## src/hams_pkg.sv

```systemverilog
// Shared constants and types of the angle measurement sequencer.
// Assumes a 20 MHz mclk and an APB master with 32-bit data.
package hams_pkg;

  // ==========================================================
  // Time base
  localparam int CLK_NS           = 50;
  localparam int US_NS            = 1000;
  localparam int US_CYC           = (US_NS + CLK_NS - 1) / CLK_NS;
  localparam int ACTIVE_US        = 220;
  localparam int HOLD_US          = 108;
  localparam int CONV_BASE_US     = 69;
  localparam int CONV_STEP_LOG2   = 5;
  localparam int MEAS_CONV        = 2;
  localparam int INTERVAL_UNIT_US = 100;

  // ==========================================================
  // Register offsets (byte addresses)
  localparam logic [7:0] OFS_CMD  = 8'h00;
  localparam logic [7:0] OFS_CFG  = 8'h04;
  localparam logic [7:0] OFS_THR  = 8'h08;
  localparam logic [7:0] OFS_STAT = 8'h0C;
  localparam logic [7:0] OFS_RES  = 8'h10;

  // ==========================================================
  // Field positions and reset values
  localparam int CFG_OSR_LSB  = 0;
  localparam int CFG_FLT_LSB  = 2;
  localparam int CFG_IVL_LSB  = 8;
  localparam int ST_CONT      = 0;
  localparam int ST_WAKE      = 1;
  localparam int ST_SINGLE    = 2;
  localparam int ST_FAIL      = 3;
  localparam int ST_RESULT_READY_FLAG      = 4;
  localparam int ST_ALERT     = 5;
  localparam int ST_STATE_LSB = 8;
  localparam int RES_MAG_LSB  = 16;
  localparam logic [15:0] CFG_RST = 16'h0000;
  localparam logic [15:0] THR_RST = 16'h0000;

  // ==========================================================
  // Commands (also the running mode) and sequencer states
  typedef enum logic [1:0] {
    CMD_IDLE   = 2'b00,
    CMD_CONT   = 2'b01,
    CMD_WAKE   = 2'b10,
    CMD_SINGLE = 2'b11
  } hams_cmd_t;

  typedef enum logic [2:0] {
    S_IDLE   = 3'b000,
    S_ACTIVE = 3'b001,
    S_CONV   = 3'b010,
    S_HOLD   = 3'b011,
    S_STBY   = 3'b100
  } hams_state_t;

endpackage

```

## src/hams_cordic.sv

```systemverilog
// Iterative vectoring rotator: angle and magnitude of an X/Y pair.
// Assumes start is a one-cycle pulse with x_in and y_in stable at it.
module hams_cordic #(
  parameter int W    = 16,
  parameter int ITER = 16
) (
  // System
  input  wire logic                clk,
  input  wire logic                rst,
  // Request
  input  wire logic                start,
  input  wire logic signed [W-1:0] x_in,
  input  wire logic signed [W-1:0] y_in,
  // Answer
  output logic         [W-1:0]     angle,
  output logic         [W-1:0]     magnitude,
  output logic                     done
);

  localparam int IW = W + 3;
  localparam int CW = $clog2(ITER);

  // ==========================================================
  // Arctangent of 2^-i, full turn = 2^16
  function automatic logic [15:0] atan_lut(input logic [CW-1:0] i);
    unique case (i)
      4'h0:    atan_lut = 16'h2000;
      4'h1:    atan_lut = 16'h12E4;
      4'h2:    atan_lut = 16'h09FB;
      4'h3:    atan_lut = 16'h0511;
      4'h4:    atan_lut = 16'h028B;
      4'h5:    atan_lut = 16'h0146;
      4'h6:    atan_lut = 16'h00A3;
      4'h7:    atan_lut = 16'h0051;
      4'h8:    atan_lut = 16'h0029;
      4'h9:    atan_lut = 16'h0014;
      4'hA:    atan_lut = 16'h000A;
      4'hB:    atan_lut = 16'h0005;
      4'hC:    atan_lut = 16'h0003;
      4'hD:    atan_lut = 16'h0001;
      4'hE:    atan_lut = 16'h0001;
      default: atan_lut = 16'h0000;
    endcase
  endfunction

  logic signed [IW-1:0] x_reg, y_reg, x_sh, y_sh;
  logic        [15:0]   z_reg;
  logic        [CW-1:0] idx_reg;
  logic                 busy_reg;
  logic                 last;

  assign x_sh = x_reg >>> idx_reg;
  assign y_sh = y_reg >>> idx_reg;
  assign last = (idx_reg == CW'(ITER - 1));

  // ==========================================================
  // Left half-plane is folded by 180 degrees so the loop converges
  always_ff @(posedge clk or posedge rst) begin
    if (rst) begin
      x_reg    <= '0;
      y_reg    <= '0;
      z_reg    <= 16'h0000;
      idx_reg  <= '0;
      busy_reg <= 1'b0;
    end else if (start) begin
      x_reg    <= x_in[W-1] ? -IW'(x_in) : IW'(x_in);
      y_reg    <= x_in[W-1] ? -IW'(y_in) : IW'(y_in);
      z_reg    <= x_in[W-1] ? 16'h8000 : 16'h0000;
      idx_reg  <= '0;
      busy_reg <= 1'b1;
    end else if (busy_reg) begin
      x_reg    <= y_reg[IW-1] ? x_reg - y_sh : x_reg + y_sh;
      y_reg    <= y_reg[IW-1] ? y_reg + x_sh : y_reg - x_sh;
      z_reg    <= y_reg[IW-1] ? z_reg - atan_lut(idx_reg) : z_reg + atan_lut(idx_reg);
      idx_reg  <= idx_reg + CW'(1);
      busy_reg <= !last;
    end
  end

  // Results registered; magnitude keeps the rotator gain and saturates
  always_ff @(posedge clk or posedge rst) begin
    if (rst) begin
      angle     <= '0;
      magnitude <= '0;
      done      <= 1'b0;
    end else begin
      done <= busy_reg && last;
      if (busy_reg && last) begin
        angle     <= z_reg[15 -: W];
        magnitude <= (x_reg[IW-1:W] != '0) ? {W{1'b1}} : x_reg[W-1:0];
      end
    end
  end

endmodule

```

## src/hams_sequencer.sv

```systemverilog
// Measurement-mode sequencer of a two-axis angle sensor, APB slave.
// Assumes adc_data is valid at the end of each conversion, same clock.
module hams_sequencer
  import hams_pkg::*;
#(
  parameter int US_CYCLES = US_CYC,
  parameter int ACT_US    = ACTIVE_US,
  parameter int END_US    = HOLD_US
) (
  // System
  input  wire logic        mclk,
  input  wire logic        rst,
  // APB slave
  input  wire logic        psel,
  input  wire logic        penable,
  input  wire logic        pwrite,
  input  wire logic [7:0]  paddr,
  input  wire logic [31:0] pwdata,
  output logic      [31:0] prdata,
  output logic             pready,
  output logic             pslverr,
  // Pins and analog front end
  input  wire logic        trig_pin,
  input  wire logic [15:0] adc_data,
  output logic             afe_en,
  output logic             conv_axis,
  output logic             alert
);

  hams_state_t st_reg, st_next;
  hams_cmd_t   mode_reg, cmd_code, req_code;
  logic [15:0] div_reg, us_cnt, load_val, cfg_reg, thr_reg, conv_us, ivl_us;
  logic [15:0] x_reg, y_reg, ang_reg, mag_reg, cor_ang, cor_mag;
  logic [31:0] rd_val, stat_word;
  logic [7:0]  conv_span;
  logic [2:0]  trig_sync_reg;
  logic        trig_lvl_reg, trig_rise, tick, load, us_done, conv_idx, last_conv;
  logic        busy, idle_pend, err_reg, result_ready_flag_reg, cor_go, cor_done, meas_done;
  logic        setup, acc, hit_cmd, hit_cfg, hit_thr, hit_stat, hit_res, mapped;
  logic        refused, bad_dir, wr_ok, cmd_wr, cfg_wr, thr_wr, res_rd, cmd_ev;
  logic        meas_req, start_meas, meas_err, idle_req, over_thr, result_ready_flag_set, alert_set;

  // ==========================================================
  // APB decode; zero wait states, error on refusal, bad address or a write to status or result
  assign setup    = psel && !penable;
  assign acc      = psel && penable;
  assign hit_cmd  = (paddr == OFS_CMD);
  assign hit_cfg  = (paddr == OFS_CFG);
  assign hit_thr  = (paddr == OFS_THR);
  assign hit_stat = (paddr == OFS_STAT);
  assign hit_res  = (paddr == OFS_RES);
  assign mapped   = hit_cmd || hit_cfg || hit_thr || hit_stat || hit_res;
  assign busy     = (mode_reg != CMD_IDLE);
  assign refused  = (hit_cfg || hit_thr) && busy;
  assign bad_dir  = pwrite && (hit_stat || hit_res);
  assign pready   = 1'b1;
  assign pslverr  = acc && (!mapped || refused || bad_dir);
  assign wr_ok    = acc && pwrite && !pslverr;
  assign cmd_wr   = wr_ok && hit_cmd;
  assign cfg_wr   = wr_ok && hit_cfg;
  assign thr_wr   = wr_ok && hit_thr;
  assign res_rd   = acc && !pwrite && hit_res;

  // ==========================================================
  // Trigger pin: three flops, level accepted when stages two and three agree
  assign trig_rise = trig_sync_reg[1] && trig_sync_reg[2] && !trig_lvl_reg;

  always_ff @(posedge mclk or posedge rst) begin
    if (rst) begin
      trig_sync_reg <= 3'h0;
      trig_lvl_reg  <= 1'b0;
    end else begin
      trig_sync_reg <= {trig_sync_reg[1:0], trig_pin};
      if (trig_sync_reg[1] == trig_sync_reg[2]) begin
        trig_lvl_reg <= trig_sync_reg[1];
      end
    end
  end

  // ==========================================================
  // Command decode; the pin pulse acts exactly like a single-shot write
  assign cmd_code   = hams_cmd_t'(pwdata[1:0]);
  assign meas_req   = (cmd_wr && cmd_code != CMD_IDLE) || trig_rise;
  assign req_code   = (cmd_wr && cmd_code != CMD_IDLE) ? cmd_code : CMD_SINGLE;
  assign start_meas = meas_req && !busy;
  assign meas_err   = meas_req && busy;
  assign idle_req   = cmd_wr && (cmd_code == CMD_IDLE) && busy;
  assign cmd_ev     = cmd_wr || trig_rise || (acc && (hit_cfg || hit_thr)) || res_rd;

  // ==========================================================
  // Timing: conversion length from oversampling and filter settings
  assign conv_span = 8'(8'd2 + (8'd1 << cfg_reg[CFG_FLT_LSB +: 3]));
  assign conv_us   = 16'(CONV_BASE_US)
                   + ((16'(conv_span) << cfg_reg[CFG_OSR_LSB +: 2]) << CONV_STEP_LOG2);
  assign ivl_us    = 16'(16'(cfg_reg[CFG_IVL_LSB +: 8]) * 16'(INTERVAL_UNIT_US));
  assign tick      = (div_reg == 16'(US_CYCLES - 1));
  assign us_done   = tick && (us_cnt == 16'h0000);
  assign last_conv = (conv_idx == 1'(MEAS_CONV - 1));
  assign meas_done = (st_reg == S_HOLD) && us_done;

  // Microsecond divider restarts on each load so every span is exact
  always_ff @(posedge mclk or posedge rst) begin
    if (rst) begin
      div_reg <= 16'h0000;
      us_cnt  <= 16'h0000;
    end else begin
      div_reg <= (load || tick) ? 16'h0000 : div_reg + 16'h0001;
      if (load) begin
        us_cnt <= load_val;
      end else if (tick && us_cnt != 16'h0000) begin
        us_cnt <= us_cnt - 16'h0001;
      end
    end
  end

  // ==========================================================
  // Sequencer next state
  always_comb begin
    st_next  = st_reg;
    load     = 1'b0;
    load_val = 16'h0000;
    unique case (st_reg)
      S_IDLE: if (start_meas) begin
        st_next  = S_ACTIVE;
        load     = 1'b1;
        load_val = 16'(ACT_US - 1);
      end
      S_ACTIVE: if (us_done) begin
        st_next  = S_CONV;
        load     = 1'b1;
        load_val = conv_us - 16'h0001;
      end
      S_CONV: if (us_done) begin
        load = 1'b1;
        if (last_conv) begin
          st_next  = S_HOLD;
          load_val = 16'(END_US - 1);
        end else begin
          load_val = conv_us - 16'h0001;
        end
      end
      S_HOLD: if (us_done) begin
        if (mode_reg == CMD_SINGLE || idle_pend) begin
          st_next = S_IDLE;
        end else if (ivl_us == 16'h0000) begin
          st_next  = S_CONV;
          load     = 1'b1;
          load_val = conv_us - 16'h0001;
        end else begin
          st_next  = S_STBY;
          load     = 1'b1;
          load_val = ivl_us - 16'h0001;
        end
      end
      S_STBY: if (idle_pend) begin
        st_next = S_IDLE;
      end else if (us_done) begin
        st_next  = S_CONV;
        load     = 1'b1;
        load_val = conv_us - 16'h0001;
      end
      default: st_next = S_IDLE;
    endcase
  end

  // ==========================================================
  // State, mode and pending idle; analog enabled while measuring
  always_ff @(posedge mclk or posedge rst) begin
    if (rst) begin
      st_reg    <= S_IDLE;
      mode_reg  <= CMD_IDLE;
      idle_pend <= 1'b0;
      afe_en    <= 1'b0;
      conv_idx  <= 1'b0;
      conv_axis <= 1'b0;
      cor_go    <= 1'b0;
    end else begin
      st_reg    <= st_next;
      idle_pend <= (idle_pend || idle_req) && (st_next != S_IDLE);
      afe_en    <= (st_next == S_ACTIVE) || (st_next == S_CONV) || (st_next == S_HOLD);
      conv_idx  <= (st_reg == S_CONV) ? conv_idx ^ us_done : 1'b0;
      conv_axis <= (st_next == S_CONV) && (st_reg == S_CONV) ? conv_idx ^ us_done : 1'b0;
      cor_go    <= (st_reg == S_CONV) && us_done && last_conv;
      if (start_meas) begin
        mode_reg <= req_code;
      end else if (st_next == S_IDLE) begin
        mode_reg <= CMD_IDLE;
      end
    end
  end

  // ==========================================================
  // Field samples: first conversion is X, second is Y
  always_ff @(posedge mclk or posedge rst) begin
    if (rst) begin
      x_reg <= 16'h0000;
      y_reg <= 16'h0000;
    end else if (st_reg == S_CONV && us_done) begin
      if (conv_idx) y_reg <= adc_data;
      else          x_reg <= adc_data;
    end
  end

  // Rotator runs inside the hold window, long before it closes
  hams_cordic #(.W(16), .ITER(16)) u_cordic (
    .clk       (mclk),
    .rst       (rst),
    .start     (cor_go),
    .x_in      (x_reg),
    .y_in      (y_reg),
    .angle     (cor_ang),
    .magnitude (cor_mag),
    .done      (cor_done)
  );

  // ==========================================================
  // Results and flags; a set in the same cycle as a readback wins
  assign over_thr  = (cor_ang > thr_reg);
  assign result_ready_flag_set  = meas_done && (mode_reg != CMD_WAKE || over_thr);
  assign alert_set = meas_done && (mode_reg == CMD_WAKE) && over_thr;

  always_ff @(posedge mclk or posedge rst) begin
    if (rst) begin
      ang_reg  <= 16'h0000;
      mag_reg  <= 16'h0000;
      result_ready_flag_reg <= 1'b0;
      alert    <= 1'b0;
      err_reg  <= 1'b0;
    end else begin
      if (meas_done) begin
        ang_reg <= cor_ang;
        mag_reg <= cor_mag;
      end
      result_ready_flag_reg <= result_ready_flag_set || (result_ready_flag_reg && !res_rd);
      alert    <= alert_set || (alert && !res_rd);
      if (cmd_ev) begin
        err_reg <= meas_err || (acc && refused);
      end
    end
  end

  // ==========================================================
  // Software-written settings, ignored while a mode runs
  always_ff @(posedge mclk or posedge rst) begin
    if (rst) begin
      cfg_reg <= CFG_RST;
      thr_reg <= THR_RST;
    end else begin
      if (cfg_wr) cfg_reg <= pwdata[15:0];
      if (thr_wr) thr_reg <= pwdata[15:0];
    end
  end

  // ==========================================================
  // Read path: data captured in setup, presented in the access phase
  always_comb begin
    stat_word                         = 32'h0000_0000;
    stat_word[ST_CONT]                = (mode_reg == CMD_CONT);
    stat_word[ST_WAKE]                = (mode_reg == CMD_WAKE);
    stat_word[ST_SINGLE]              = (mode_reg == CMD_SINGLE);
    stat_word[ST_FAIL]                = err_reg;
    stat_word[ST_RESULT_READY_FLAG]                = result_ready_flag_reg;
    stat_word[ST_ALERT]               = alert;
    stat_word[ST_STATE_LSB +: 3]      = st_reg;
  end

  assign rd_val = hit_cfg  ? {16'h0000, cfg_reg} :
                  hit_thr  ? {16'h0000, thr_reg} :
                  hit_stat ? stat_word :
                  hit_res  ? {mag_reg, ang_reg} : 32'h0000_0000;

  always_ff @(posedge mclk or posedge rst) begin
    if (rst) begin
      prdata <= 32'h0000_0000;
    end else if (setup) begin
      prdata <= (!pwrite && !refused) ? rd_val : 32'h0000_0000;
    end
  end
endmodule

```

## config.mk

```make
export PLATFORM = sky130hd
export DESIGN_NAME = hams_sequencer
export DESIGN_NICKNAME = d
export VERILOG_FILES = /design/src/hams_pkg.sv /design/src/hams_cordic.sv /design/src/hams_sequencer.sv
export SDC_FILE = /design/constraint.sdc
export NUM_CORES = 1
export LEC_CHECK = 0
export BUFFER_PORTS_ARGS = -buffer_cell sky130_fd_sc_hd__buf_2
export CAP_MARGIN = 10
export CORE_MARGIN = 8
export CORE_UTILIZATION = 55
export DETAILED_ROUTE_END_ITERATION = 10
export MAX_ROUTING_LAYER = met4
export PLACE_DENSITY = 0.81
export SLEW_MARGIN = 5
export SYNTH_ARGS = -nofsm -noshare
export SYNTH_HDL_FRONTEND = slang
export SYNTH_SLANG_ARGS = --single-unit
```

## constraint.sdc

```tcl
create_clock -name mclk -period 11.5 [get_ports mclk]
set_input_delay 2.3 -clock mclk [delete_from_list [all_inputs] [get_ports mclk]]
set_output_delay 2.3 -clock mclk [all_outputs]
set_load 0.05 [all_outputs]
```

==> impl_metrics.env <==
export IMPL_status="finished clean"
export IMPL_comb_power_share_pct=7.8
export IMPL_drc=0
export IMPL_synth_top_area_share_pct=35.1
export IMPL_grt_pass1_vias=16112
export IMPL_start_util_pct=55.6
export IMPL_cts_buffers_inserted=29
export IMPL_yosysSeqAreaShare_pct=35.1
export IMPL_synthTopCellsByCount="dfrtp_1, nand2_1, nor2_1, o21ai_0, ha_1"
export IMPL_htreeDepth=1
export IMPL_synth_seq_cells=268
export IMPL_grt_max_degree=146
export IMPL_die_w_um=202
export IMPL_switching_share_pct=25.0
export IMPL_ys_top_cells_by_area="dfrtp_1, ha_1, nand2_1, mux2_2, xnor2_1"
export IMPL_syn_avg_cell_area_um2=9.28
export IMPL_finalCritPeriodShare_pct=55.4
export IMPL_critPathLaunchType="flip-flop"
export IMPL_endpoint_kind="flip-flop"
export IMPL_drt_first_iter_violations=1191
export IMPL_wl_per_cell_um=19.8
export IMPL_hold_viol=0
export IMPL_die_h_um=202
export IMPL_cts_tree="done"
export IMPL_seq_power_share_pct=47.9
export IMPL_die_area_um2=41000
export IMPL_yosysTopAreaCell="dfrtp_1"
export IMPL_core_area_um2=34400
export IMPL_intPower_mw=1.60
export IMPL_worstSetupPathType="reg2reg"
export IMPL_async_flop_share_pct=100
export IMPL_final_nets=2268
export IMPL_drive_gt1_share_pct=13.4
export IMPL_worst_slew_pin_transition_ns=1.07
export IMPL_antenna_left=0
export IMPL_arrival_ns=6.88
export IMPL_p_sw_mw=0.534
export IMPL_maxCapViolCount=0
export IMPL_min_period_ns=6.37
export IMPL_io_buffers=81
export IMPL_rsz0062_at_grt="no"
export IMPL_post_cts_setup_buffers=0
export IMPL_cts_buffer_depth=3
export IMPL_diodes=0
export IMPL_dp_hpwl_um=36500
export IMPL_setup_tns_ns=0
export IMPL_insertion_delay_ns=0.59
export IMPL_root_buffer="clkbuf_16"
export IMPL_power_density_nw_per_um2=103
export IMPL_largest_reg_flops=32
export IMPL_peakVddDrop_uv=106
export IMPL_vias=16071
export IMPL_final_util_pct=60.4
export IMPL_gp_congestion=0.959
export IMPL_synthCells=2060
export IMPL_antenna_found_initial=0
export IMPL_pin_count=99
export IMPL_n_fill_cell=2858
export IMPL_fmax_ghz=0.157
export IMPL_netlist_area_um2=19100
export IMPL_syn_to_final_growth_pct=8.58
export IMPL_clkSlewWorstSetupHoldPaths_ns=0.06
export IMPL_cts_resized=0
export IMPL_via_per_inst=6.28
export IMPL_ys_types=87
export IMPL_ctsHoldBuffers=0
export IMPL_drtPass1Iterations=5
export IMPL_p_leak_nw=9.57
export IMPL_synth_warning_count=0
export IMPL_yosys_most_used_dff="dfrtp_1"
export IMPL_grt_pass1_wl_um=83600
export IMPL_placementRows=68
export IMPL_clkSinkCount=268
export IMPL_finalClockSkew_ns=0.0313
export IMPL_grt_usage_pct=25.1
export IMPL_wirelength_um=50600
export IMPL_syn_nets=2244
export IMPL_crit_fanout=62
export IMPL_clock_power_share_pct=44.3
export IMPL_hold_path_class="reg2reg"
export IMPL_maxSlewViolCount=0
export IMPL_setup_viol=0
export IMPL_yosysMostFrequentCell="dfrtp_1"
export IMPL_synth_edff_count=0
export IMPL_cp_required_ns=12.01
export IMPL_grt_ovfl_total=0
export IMPL_slew_headroom_pct=28.0
==> area by class of cell <==
| cell class | count | area (um2) | share of cell area [%] |
|---|---|---|---|
| clock buffers | 37 | 796 | 3.84 |
| clock inverters | 13 | 165 | 0.796 |
| inverters | 65 | 251 | 1.21 |
| multi-input cells | 1621 | 11700 | 56.5 |
| flip-flops and latches | 268 | 6710 | 32.3 |
| well taps | 455 | 569 | 2.74 |
| repair buffers | 99 | 541 | 2.60 |
==> cell families after synthesis <==
logic type	share of synthesized area, %
AOI/OAI and AO/OA	17.6
xor gates and xnor gates	6.92
adders and majority gates	8.28
buffers and inverters	3.69
DFF	35.1
muxes	11.1
other	0.0196
and+or+nand+nor	17.3
==> per-stage QoR <==
step	power [mW]	instances	worst slack (ns)	cell area (um2)	hold slack [ns]
final	2.14	2558	5.13	20700	0.352
after global placement	1.20	2508	5.59	19800	0.337
after CTS	2.15	2558	5.36	20700	0.354
after global routing	2.22	2558	4.92	20700	0.355
after detailed placement	1.21	2508	5.41	19800	0.340
after floorplan	1.15	2060	1.82	19100	0.331
==> final timing paths <==
check | startpoint | end | slack, ns | cells past startpoint
max reg2reg | u_cordic.idx_reg[1] | u_cordic.y_reg[18] | 5.13 | 17
min in group asynchronous | rst | mag_reg[1] | 1.97 | 2
max | u_cordic.idx_reg[1] | u_cordic.y_reg[18] | 5.13 | 17
min | trig_sync_reg[0] | trig_sync_reg[1] | 0.35 | 0
max in group asynchronous | rst | us_cnt[1] | 7.37 | 4
min reg2reg | trig_sync_reg[0] | trig_sync_reg[1] | 0.35 | 0
==> worst max-delay path: stages, from the launching register on <==
cell      delay, ns
dfrtp_2        0.35
buf_4          0.61
mux4_2         0.58
a222oi_1       0.75
o21ai_2        0.20
nor2_1         0.19
and4_1         0.26
a31oi_1        0.10
xor2_1         0.22
ha_1           0.32
a211o_1        0.29
o311ai_0       0.55
a21oi_1        0.24
o41ai_1        0.73
a21boi_0       0.29
and2_1         0.24
mux2i_1        0.13
o311a_1        0.17
==> per-layer routing <==
layer  wire length [um]  share of wire (%)  track usage [%]  up-vias
met5                  0                  0                -        -
met4               1940                3.8             9.17        0
met3               3060                6.0             3.49      114
met2              25300                 50             42.8      546
met1              20400                 40             30.2     7878
li1                   -                  -                -     7533
==> power by group through the flow <==
stage,clock [mW],combinational (mW),sequential [mW]
2_1_floorplan,0,0.120,1.03
3_3_place_gp,0,0.163,1.04
3_5_place_dp,0,0.168,1.04
4_1_cts,0.961,0.169,1.02
5_1_grt,0.998,0.192,1.03
6_report,0.946,0.166,1.02
==> placed cells by master (no fill, tap or decap), types with 55 or more instances in the layout <==
master,instances
inv_1,62
o21ai_0,124
nand2_1,244
dfrtp_1,264
ha_1,116
buf_2,81
a21oi_1,110
xnor2_1,84
mux2i_1,55
mux2_2,75
nor2_1,159
xor2_1,67
(Power assumes the default switching activity.)
